**src/verilog/supply_monitor_pkg.sv**
```systemverilog
// constants shared by the supply monitor design
package supply_monitor_pkg;
  // register byte offsets
  localparam logic [7:0] CONTROL_OFFSET = 8'h00;
  localparam logic [7:0] IRQ_OFFSET = 8'h04;
  localparam logic [7:0] STATUS_OFFSET = 8'h08;
  localparam logic [7:0] ADDR_MASK = 8'hfc;

  // control register fields
  localparam int TRIP_LSB = 0;
  localparam int TRIP_MSB = 2;
  localparam int DETECTOR_ON_POS = 4;
  localparam int LOW_FLAG_POS = 5;
  localparam logic [7:0] CONTROL_RESET = 8'h00;
  localparam logic [7:0] CONTROL_WMASK = 8'h17;

  // interrupt register fields
  localparam int IRQ_REQ_POS = 0;
  localparam int IRQ_ALLOW_POS = 1;
  localparam int GROUP2_ALLOW_POS = 2;
  localparam int GLOBAL_ALLOW_POS = 3;
  localparam int GROUP2_REQ_POS = 4;
  localparam logic [7:0] IRQ_RESET = 8'h00;

  // status register fields
  localparam int SETTLED_POS = 0;
  localparam int IRQ_PENDING_POS = 1;

  // trip level codes
  localparam logic [2:0] TRIP_2V7 = 3'h3;
  localparam logic [2:0] TRIP_3V0 = 3'h4;
  localparam logic [2:0] TRIP_3V3 = 3'h5;
  localparam logic [2:0] TRIP_3V6 = 3'h6;
  localparam logic [2:0] TRIP_4V0 = 3'h7;
  localparam logic [2:0] TRIP_FIRST_VALID = TRIP_2V7;

  // timing
  localparam int CLK_HZ = 25000000;
  localparam int SETTLE_DELAY_NS = 100000;
  localparam int IRQ_DELAY_NS = 45000;
  localparam int SETTLE_CYCLES = (SETTLE_DELAY_NS * (CLK_HZ / 1000000) + 999) / 1000;
  localparam int IRQ_CYCLES = (IRQ_DELAY_NS * (CLK_HZ / 1000000) + 999) / 1000;
  localparam int TIMER_WIDTH = 16;
endpackage

```
**src/verilog/supply_monitor.sv**
```systemverilog
// supply monitor control, flag, delayed interrupt and wake-up logic
`timescale 1ns/1ns
// Behaviour
// control bit 4 written 1 switches the detector on
// control bit 4 cleared powers the analog detector down
// bits 2..0 pick trip level 2.7/3.0/3.3/3.6/4.0 V; 000-010 reserved
// control bit 5 is a read-only low supply flag
// flag goes high whenever the detector is on and the comparator reports supply below threshold
// control bits 7, 6, 3 read zero and ignore writes
// detector keeps running in power-down while enabled
// reference is enabled automatically together with the detector
// software waits a settle delay after enabling before trusting the flag
// flag follows every comparator transition without filtering
// low supply interrupt is a member of multi-function group 2
// interrupt request raised only after a fixed delay from flag rise
// in power-down a supply drop sets the interrupt request flag
// request flag rising in sleep or idle wakes the device
// software sets the request flag before sleep to avoid wake-up
// vectoring needs global, low supply and group-2 enables, stack not full
// servicing clears global enable and group flag, keeps request flag
// wake-up on request rising edge regardless of enable bits
// comparator output passes two flip-flops before any use
// settle and interrupt delays are parameter-loaded restartable counters
module supply_monitor #(
  parameter int SETTLE_COUNT = supply_monitor_pkg::SETTLE_CYCLES,
  parameter int IRQ_COUNT = supply_monitor_pkg::IRQ_CYCLES
) (
  input wire logic CLK,
  input wire logic RST_N,
  input wire logic PSEL,
  input wire logic PENABLE,
  input wire logic PWRITE,
  input wire logic [7:0] PADDR,
  input wire logic [31:0] PWDATA,
  output logic [31:0] PRDATA,
  output logic PREADY,
  output logic PSLVERR,
  input wire logic COMP_LOW,
  input wire logic LOW_POWER_MODE,
  input wire logic STACK_FULL,
  input wire logic SERVICE_ACK,
  output logic DETECTOR_POWER,
  output logic [2:0] TRIP_SELECT,
  output logic VECTOR_REQUEST,
  output logic WAKEUP
);
  localparam int TW = supply_monitor_pkg::TIMER_WIDTH;

  if (SETTLE_COUNT < 1 || SETTLE_COUNT >= (1 << TW)) begin : g_settle_range
    $error("settle count out of range");
  end
  if (IRQ_COUNT < 1 || IRQ_COUNT >= (1 << TW)) begin : g_irq_range
    $error("irq count out of range");
  end

  logic detector_on_q;
  logic [2:0] trip_q;
  logic comp_meta_q;
  logic comp_sync_q;
  logic low_flag_q;
  logic low_flag_prev_q;
  logic irq_req_q;
  logic irq_req_prev_q;
  logic irq_allow_q;
  logic group2_allow_q;
  logic global_allow_q;
  logic group2_req_q;
  logic vector_q;
  logic wakeup_q;
  logic ready_q;
  logic slverr_q;
  logic [31:0] rdata_q;
  logic settled_q;

  logic setup_phase;
  logic access_done;
  logic wr_control;
  logic wr_irq;
  logic addr_hit;
  logic flag_rise;
  logic detector_rise;
  logic irq_timer_done;
  logic settle_done;
  logic irq_busy;
  logic req_rise;
  logic [7:0] control_view;
  logic [7:0] irq_view;
  logic [7:0] status_view;
  logic [TW-1:0] settle_load;
  logic [TW-1:0] irq_load;

  assign settle_load = TW'(SETTLE_COUNT);
  assign irq_load = TW'(IRQ_COUNT);

  // apb phases; the slave answers in the first access cycle, no wait states
  assign setup_phase = PSEL && !PENABLE;
  assign access_done = PSEL && PENABLE && ready_q;
  assign wr_control = access_done && PWRITE && ((PADDR & supply_monitor_pkg::ADDR_MASK) ==
                      supply_monitor_pkg::CONTROL_OFFSET);
  assign wr_irq = access_done && PWRITE && ((PADDR & supply_monitor_pkg::ADDR_MASK) ==
                  supply_monitor_pkg::IRQ_OFFSET);
  assign addr_hit = ((PADDR & supply_monitor_pkg::ADDR_MASK) == supply_monitor_pkg::CONTROL_OFFSET) ||
                    ((PADDR & supply_monitor_pkg::ADDR_MASK) == supply_monitor_pkg::IRQ_OFFSET) ||
                    ((PADDR & supply_monitor_pkg::ADDR_MASK) == supply_monitor_pkg::STATUS_OFFSET);

  // control register; only bits 4 and 2..0 are storage
  always_ff @(posedge CLK) begin
    if (!RST_N) begin
      detector_on_q <= 1'b0;
      trip_q <= supply_monitor_pkg::CONTROL_RESET[2:0];
    end else if (wr_control) begin
      detector_on_q <= PWDATA[supply_monitor_pkg::DETECTOR_ON_POS];
      trip_q <= PWDATA[supply_monitor_pkg::TRIP_MSB:supply_monitor_pkg::TRIP_LSB];
    end
  end

  // comparator is asynchronous to CLK
  always_ff @(posedge CLK) begin
    if (!RST_N) begin
      comp_meta_q <= 1'b0;
      comp_sync_q <= 1'b0;
    end else begin
      comp_meta_q <= COMP_LOW;
      comp_sync_q <= comp_meta_q;
    end
  end

  // no hysteresis here: a slowly moving supply may toggle the flag
  always_ff @(posedge CLK) begin
    if (!RST_N) begin
      low_flag_q <= 1'b0;
      low_flag_prev_q <= 1'b0;
    end else begin
      low_flag_q <= detector_on_q && comp_sync_q;
      low_flag_prev_q <= low_flag_q;
    end
  end

  assign flag_rise = low_flag_q && !low_flag_prev_q;
  assign detector_rise = wr_control && PWDATA[supply_monitor_pkg::DETECTOR_ON_POS] && !detector_on_q;

  // settle delay restarts each time the detector is switched on
  delay_timer #(
    .WIDTH(TW)
  ) settle_timer (
    .clk(CLK),
    .rst_n(RST_N),
    .start(detector_rise),
    .cancel(wr_control && !PWDATA[supply_monitor_pkg::DETECTOR_ON_POS]),
    .load_value(settle_load),
    .busy(),
    .done(settle_done)
  );

  always_ff @(posedge CLK) begin
    if (!RST_N) begin
      settled_q <= 1'b0;
    end else if (detector_rise || (wr_control && !PWDATA[supply_monitor_pkg::DETECTOR_ON_POS])) begin
      settled_q <= 1'b0;
    end else if (settle_done) begin
      settled_q <= 1'b1;
    end
  end

  // interrupt delay starts at each flag rise, abandoned if the flag drops
  delay_timer #(
    .WIDTH(TW)
  ) irq_timer (
    .clk(CLK),
    .rst_n(RST_N),
    .start(flag_rise),
    .cancel(!low_flag_q),
    .load_value(irq_load),
    .busy(irq_busy),
    .done(irq_timer_done)
  );

  // request flag: hardware set wins over a software clear in the same cycle
  always_ff @(posedge CLK) begin
    if (!RST_N) begin
      irq_req_q <= 1'b0;
    end else if (irq_timer_done && low_flag_q) begin
      irq_req_q <= 1'b1;
    end else if (wr_irq) begin
      irq_req_q <= PWDATA[supply_monitor_pkg::IRQ_REQ_POS];
    end
  end

  always_ff @(posedge CLK) begin
    if (!RST_N) begin
      irq_req_prev_q <= 1'b0;
    end else begin
      irq_req_prev_q <= irq_req_q;
    end
  end

  assign req_rise = irq_req_q && !irq_req_prev_q;

  always_ff @(posedge CLK) begin
    if (!RST_N) begin
      irq_allow_q <= 1'b0;
      group2_allow_q <= 1'b0;
    end else if (wr_irq) begin
      irq_allow_q <= PWDATA[supply_monitor_pkg::IRQ_ALLOW_POS];
      group2_allow_q <= PWDATA[supply_monitor_pkg::GROUP2_ALLOW_POS];
    end
  end

  // service clears global enable; a software write in the same cycle loses
  always_ff @(posedge CLK) begin
    if (!RST_N) begin
      global_allow_q <= 1'b0;
    end else if (SERVICE_ACK && vector_q) begin
      global_allow_q <= 1'b0;
    end else if (wr_irq) begin
      global_allow_q <= PWDATA[supply_monitor_pkg::GLOBAL_ALLOW_POS];
    end
  end

  // group flag is set by an allowed member request, cleared by service
  always_ff @(posedge CLK) begin
    if (!RST_N) begin
      group2_req_q <= 1'b0;
    end else if (req_rise && irq_allow_q) begin
      group2_req_q <= 1'b1;
    end else if (SERVICE_ACK && vector_q) begin
      group2_req_q <= 1'b0;
    end else if (wr_irq && !PWDATA[supply_monitor_pkg::GROUP2_REQ_POS]) begin
      group2_req_q <= 1'b0;
    end
  end

  always_ff @(posedge CLK) begin
    if (!RST_N) begin
      vector_q <= 1'b0;
    end else if (SERVICE_ACK && vector_q) begin
      vector_q <= 1'b0;
    end else begin
      vector_q <= global_allow_q && group2_allow_q && irq_allow_q && group2_req_q && irq_req_q &&
                  !STACK_FULL;
    end
  end

  // wake-up ignores all enable bits by design
  always_ff @(posedge CLK) begin
    if (!RST_N) begin
      wakeup_q <= 1'b0;
    end else begin
      wakeup_q <= req_rise && LOW_POWER_MODE;
    end
  end

  always_comb begin
    control_view = 8'h00;
    control_view[supply_monitor_pkg::TRIP_MSB:supply_monitor_pkg::TRIP_LSB] = trip_q;
    control_view[supply_monitor_pkg::DETECTOR_ON_POS] = detector_on_q;
    control_view[supply_monitor_pkg::LOW_FLAG_POS] = low_flag_q;
  end

  always_comb begin
    irq_view = 8'h00;
    irq_view[supply_monitor_pkg::IRQ_REQ_POS] = irq_req_q;
    irq_view[supply_monitor_pkg::IRQ_ALLOW_POS] = irq_allow_q;
    irq_view[supply_monitor_pkg::GROUP2_ALLOW_POS] = group2_allow_q;
    irq_view[supply_monitor_pkg::GLOBAL_ALLOW_POS] = global_allow_q;
    irq_view[supply_monitor_pkg::GROUP2_REQ_POS] = group2_req_q;
  end

  always_comb begin
    status_view = 8'h00;
    status_view[supply_monitor_pkg::SETTLED_POS] = settled_q;
    status_view[supply_monitor_pkg::IRQ_PENDING_POS] = irq_busy;
  end

  // read data captured in setup so PRDATA comes from a flip-flop
  always_ff @(posedge CLK) begin
    if (!RST_N) begin
      rdata_q <= 32'h00000000;
    end else if (setup_phase && !PWRITE) begin
      case (PADDR & supply_monitor_pkg::ADDR_MASK)
        supply_monitor_pkg::CONTROL_OFFSET: begin
          rdata_q <= {24'h000000, control_view};
        end
        supply_monitor_pkg::IRQ_OFFSET: begin
          rdata_q <= {24'h000000, irq_view};
        end
        supply_monitor_pkg::STATUS_OFFSET: begin
          rdata_q <= {24'h000000, status_view};
        end
        default: begin
          rdata_q <= 32'h00000000;
        end
      endcase
    end
  end

  always_ff @(posedge CLK) begin
    if (!RST_N) begin
      ready_q <= 1'b0;
      slverr_q <= 1'b0;
    end else begin
      ready_q <= setup_phase;
      slverr_q <= setup_phase && !addr_hit;
    end
  end

  assign PRDATA = rdata_q;
  assign PREADY = ready_q;
  assign PSLVERR = slverr_q;
  assign DETECTOR_POWER = detector_on_q;
  assign TRIP_SELECT = trip_q;
  assign VECTOR_REQUEST = vector_q;
  assign WAKEUP = wakeup_q;
endmodule

```
**src/verilog/delay_timer.sv**
```systemverilog
// loadable down counter with a one-cycle expiry pulse
`timescale 1ns/1ns
module delay_timer #(
  parameter int WIDTH = 16
) (
  input wire logic clk,
  input wire logic rst_n,
  input wire logic start,
  input wire logic cancel,
  input wire logic [WIDTH-1:0] load_value,
  output logic busy,
  output logic done
);
  logic [WIDTH-1:0] count_q;
  logic busy_q;
  logic done_q;

  // refused at elaboration: a one-bit counter cannot tell one from zero
  if (WIDTH < 2) begin : g_width_check
    $error("delay_timer width too small");
  end

  // restart wins over cancel so a fresh start is never lost
  always_ff @(posedge clk) begin
    if (!rst_n) begin
      count_q <= '0;
      busy_q <= 1'b0;
    end else if (start) begin
      count_q <= load_value;
      busy_q <= 1'b1;
    end else if (cancel) begin
      busy_q <= 1'b0;
    end else if (busy_q) begin
      if (count_q <= {{(WIDTH-1){1'b0}}, 1'b1}) begin
        busy_q <= 1'b0;
      end else begin
        count_q <= count_q - {{(WIDTH-1){1'b0}}, 1'b1};
      end
    end
  end

  always_ff @(posedge clk) begin
    if (!rst_n) begin
      done_q <= 1'b0;
    end else begin
      done_q <= busy_q && !start && !cancel && (count_q <= {{(WIDTH-1){1'b0}}, 1'b1});
    end
  end

  assign busy = busy_q;
  assign done = done_q;
endmodule

```
**config.mk**
```make
export PLATFORM = sky130hd
export DESIGN_NAME = supply_monitor
export DESIGN_NICKNAME = d
export VERILOG_FILES = /design/src/verilog/supply_monitor_pkg.sv /design/src/verilog/supply_monitor.sv /design/src/verilog/delay_timer.sv
export SDC_FILE = /design/constraint.sdc
export NUM_CORES = 1
export LEC_CHECK = 0
export ABC_AREA = 1
export CELL_PAD_IN_SITES_DETAIL_PLACEMENT = 0
export CELL_PAD_IN_SITES_GLOBAL_PLACEMENT = 1
export CORE_MARGIN = 4
export CORE_UTILIZATION = 48
export DETAILED_ROUTE_END_ITERATION = 8
export DONT_BUFFER_PORTS = 1
export GPL_TIMING_DRIVEN = 0
export PLACE_DENSITY_LB_ADDON = 0.1
export SLEW_MARGIN = 20
export SYNTH_ARGS = -nofsm -noshare
export SYNTH_HDL_FRONTEND = slang
export SYNTH_SLANG_ARGS = --single-unit
```
**constraint.sdc**
```tcl
create_clock -name CLK -period 3.38 [get_ports CLK]
set_clock_uncertainty 0.2 [all_clocks]
set_input_delay 0.507 -clock CLK [delete_from_list [all_inputs] [get_ports CLK]]
set_output_delay 0.507 -clock CLK [all_outputs]
set_load 0.05 [all_outputs]
```
==> out/results.md <==
- **top fanout value on the critical path** 10
- **post-synthesis instance area** 3460 um^2
- **num ports** 89
- **share of async-settable or async-resettable flops after synthesis** 0
- **transition at the pin with the smallest max-transition slack** 0.550 ns
- **cell type with the largest total area after synthesis** sky130_fd_sc_hd__dfxtp_1
- **cells resized by post-CTS repair** 0
- **number of distinct library cell variants in the gate-level netlist after synthesis** 41
- **required time at the endpoint of the critical path** 3.41 ns
- **sort of element at the end of the critical path** register
- **Post-CTS Setup Inserts** 0
- **largest net degree at the start of global routing** 11
- **syn avg cell area** 7.09 um^2
- **die boundary width** 92.9 um
- **clock-pin slew of the registers on the worst-case setup and hold paths** 0.07 ns
- **via count of the first global-routing pass** 2,729
- **Synth Register Bits** 61
- **post-cts hold buffer count** 0
- **nets@finish** 577
- **portion of the clock cycle consumed by the worst path in the final layout** 0.623
- **total die area** 8630 um^2
- **top-area cell type share of the netlist area** 0.353
- **Setup TNS Final** 0 ns
- **path category of the worst min-delay check** input port to register
- **Syn-to-layout area delta** 12.3%
- **number of port buffers** 0
- **endpoints failing setup** 0
- **Initial DRC Count** 112
- **first-pass GRT wire length** 12,300 um
- **number of levels the H-tree was split into** 3
- **clock buffers created by TritonCTS** 9
- **placed wire-length estimate** 5510 um
- **Die Y** 92.9 um
- **commonest non-fill, non-tap cell in the layout** sky130_fd_sc_hd__nand2_1
- **worst reg-to-reg setup slack** 1.28 ns
- **post-detailed-routing wire length** 7230 um
- **number of enable-type register cells in the synthesized netlist** 0
- **Power per Cell Area** 395 nW/um^2
- **arrival time at the worst endpoint** 2.14 ns
- **maxcap violations** 0
- **standard-cell row count** 30
- **DRC violation count after routing** 0
- **RSZ-0062 raised after global routing** false
- **Primary FF master, synth** sky130_fd_sc_hd__dfxtp_1
- **Final Hold Fails** 0
- **Starting Density** 0.501
- **clock period minus final worst setup slack** 2.10 ns
- **aggregate global routing overflow** 0
- **Routed WL per cell** 11.6 um
- **total via count in the routed design** 2,861
- **maximum buffer depth of the clock tree** 2
- **Skew-Pair Late Insertion Delay** 0.34 ns
- **leakage power summed over all cells** 0.00197 uW
- **number of synthesis warnings** 0
- **clock tree from TritonCTS** yes
- **Post-Syn Instances** 488
- **leading cell types in the layout, fill and taps excluded** 104 x sky130_fd_sc_hd__nand2_1, 69 x sky130_fd_sc_hd__nor2_1, 61 x sky130_fd_sc_hd__dfxtp_1, 55 x sky130_fd_sc_hd__inv_1, 31 x sky130_fd_sc_hd__nand3_1
- **Pins Over Slew Limit** 0
- **Diodes inserted** 0
- **sequential element share of the synthesized area** 0.353
- **ratio of routed vias to standard cells** 4.58
- **Critical Path Source Type** register
- **largest cells by area after synthesis** sky130_fd_sc_hd__dfxtp_1 35%, sky130_fd_sc_hd__nand2_1 11%, sky130_fd_sc_hd__nor2_1 7.5%, sky130_fd_sc_hd__inv_1 6.0%, sky130_fd_sc_hd__buf_4 5.6%
- **combined global-route utilization of all metal layers** 0.180
- **CTS Root Buffer Type** sky130_fd_sc_hd__clkbuf_8
- **outcome** finished, final reports clean
- **Worst Path Class, Setup** register to register
- **share of cells above drive strength 1** 0.170
- **worst slew margin relative to its limit** 0.633
- **worst ir drop on vdd** 0.240 mV
- **final weighted congestion in routability-driven placement** 0.851
- **ANT nets after route** 0
- **top achievable clock speed** 475 MHz
- **CTS Sinks** 61
- **placeable core region** 6910 um^2
- **fill cell instance count of the final layout** 693
- **Layout Utilization** 0.563
- **initial antenna violation count** 0
- **number of detailed-route iterations in the first pass** 4
registers in the layout (all words and copies together), names as in the netlist, 3 cells and up:
name                  count
settle_timer.count_q     16
TRIP_SELECT               3
irq_timer.count_q        16
PRDATA                    6
kinds of logic after synthesis:
logic type      after synthesis  synth area share
simple gates                255             0.367
buf+inv                      96             0.139
flops                        61             0.353
compound gates               56            0.0879
xor+xnor                     15            0.0380
fa+ha+maj                     4            0.0145
other cells                   1           0.00108
worst max-delay path: stages (launching register included):
cell and delay, ns:
sky130_fd_sc_hd__dfxtp_1 0.66, sky130_fd_sc_hd__nand4_2 0.28, sky130_fd_sc_hd__inv_1 0.19, sky130_fd_sc_hd__nand3_4 0.13, sky130_fd_sc_hd__nand2_2 0.14, sky130_fd_sc_hd__nor2_8 0.06
sky130_fd_sc_hd__buf_8 0.15, sky130_fd_sc_hd__a31oi_1 0.13, sky130_fd_sc_hd__nor2_1 0.06
synth_stat cells (3+ instances only):
library cell                 n
sky130_fd_sc_hd__nand2_2     7
sky130_fd_sc_hd__nand3_4     3
sky130_fd_sc_hd__nand4_1     6
sky130_fd_sc_hd__nor2_8      3
sky130_fd_sc_hd__xnor2_1     4
sky130_fd_sc_hd__dfxtp_1    61
sky130_fd_sc_hd__nor2_1     69
sky130_fd_sc_hd__inv_2       6
sky130_fd_sc_hd__nor2_2      9
sky130_fd_sc_hd__nand3_1    31
sky130_fd_sc_hd__xor2_1     11
sky130_fd_sc_hd__nand2_1   104
sky130_fd_sc_hd__o21ai_0    18
sky130_fd_sc_hd__nor2_4      4
sky130_fd_sc_hd__buf_4      26
sky130_fd_sc_hd__nor3_1      6
sky130_fd_sc_hd__nand3_2     3
sky130_fd_sc_hd__o211ai_1    3
sky130_fd_sc_hd__inv_1      55
sky130_fd_sc_hd__ha_1        4
sky130_fd_sc_hd__a21oi_1    29
final timing paths:
path | start | endpoint | cells after the start
setup / recovery | PREADY$_SDFF_PN0_ | settle_timer.count_q[3]$_SDFFE_PP0P_ | 8
hold / removal | STACK_FULL | VECTOR_REQUEST$_SDFF_PP0_ | 1
setup reg to reg | PREADY$_SDFF_PN0_ | settle_timer.count_q[3]$_SDFFE_PP0P_ | 8
hold reg to reg | comp_meta_q$_SDFF_PN0_ | comp_sync_q$_SDFF_PN0_ | 2
metal layers:
layer  wire, um  GRT usage  part of all wire  vias up
met5          0          0                 0        -
met4        121     0.0720             0.017        0
met3        326     0.0569             0.045       10
met2       3370      0.286              0.47       53
met1       3410      0.226              0.47     1241
li1           -          -                 -     1557
cell type report:
class                      count  area [um^2]  share of cell area
clock buffer                  13          169              0.0435
inverter                      63          236              0.0609
buffer                        33          243              0.0625
multi-input combinational    356         1850               0.477
clock inverter                 3         42.5              0.0110
tap                           96          120              0.0309
sequential                    61         1220               0.314
per-stage QoR:
step | worst slack (ns) | power [uW] | area [um^2] | cells | hold slack (ns)
after global placement | 1.31 | 865 | 3670 | 609 | 0.198
after CTS | 1.27 | 1550 | 3880 | 625 | 0.0218
after floorplan | 1.45 | 857 | 3550 | 513 | 0.190
after global routing | 1.14 | 1590 | 3880 | 625 | 0.0134
final | 1.28 | 1540 | 3880 | 625 | 0.0397
after detailed placement | 1.29 | 865 | 3670 | 609 | 0.197
power breakdown:
part | leakage (uW) | internal, uW | total (uW) | switching (uW)
logic | 0.00137 | 28.3 | 119 | 90.5
clock network | 0.000106 | 400 | 686 | 286
registers | 0.000492 | 722 | 731 | 8.94
total | 0.00197 | 1150 | 1540 | 385
Note: power is estimated with default switching activity, not from simulation.
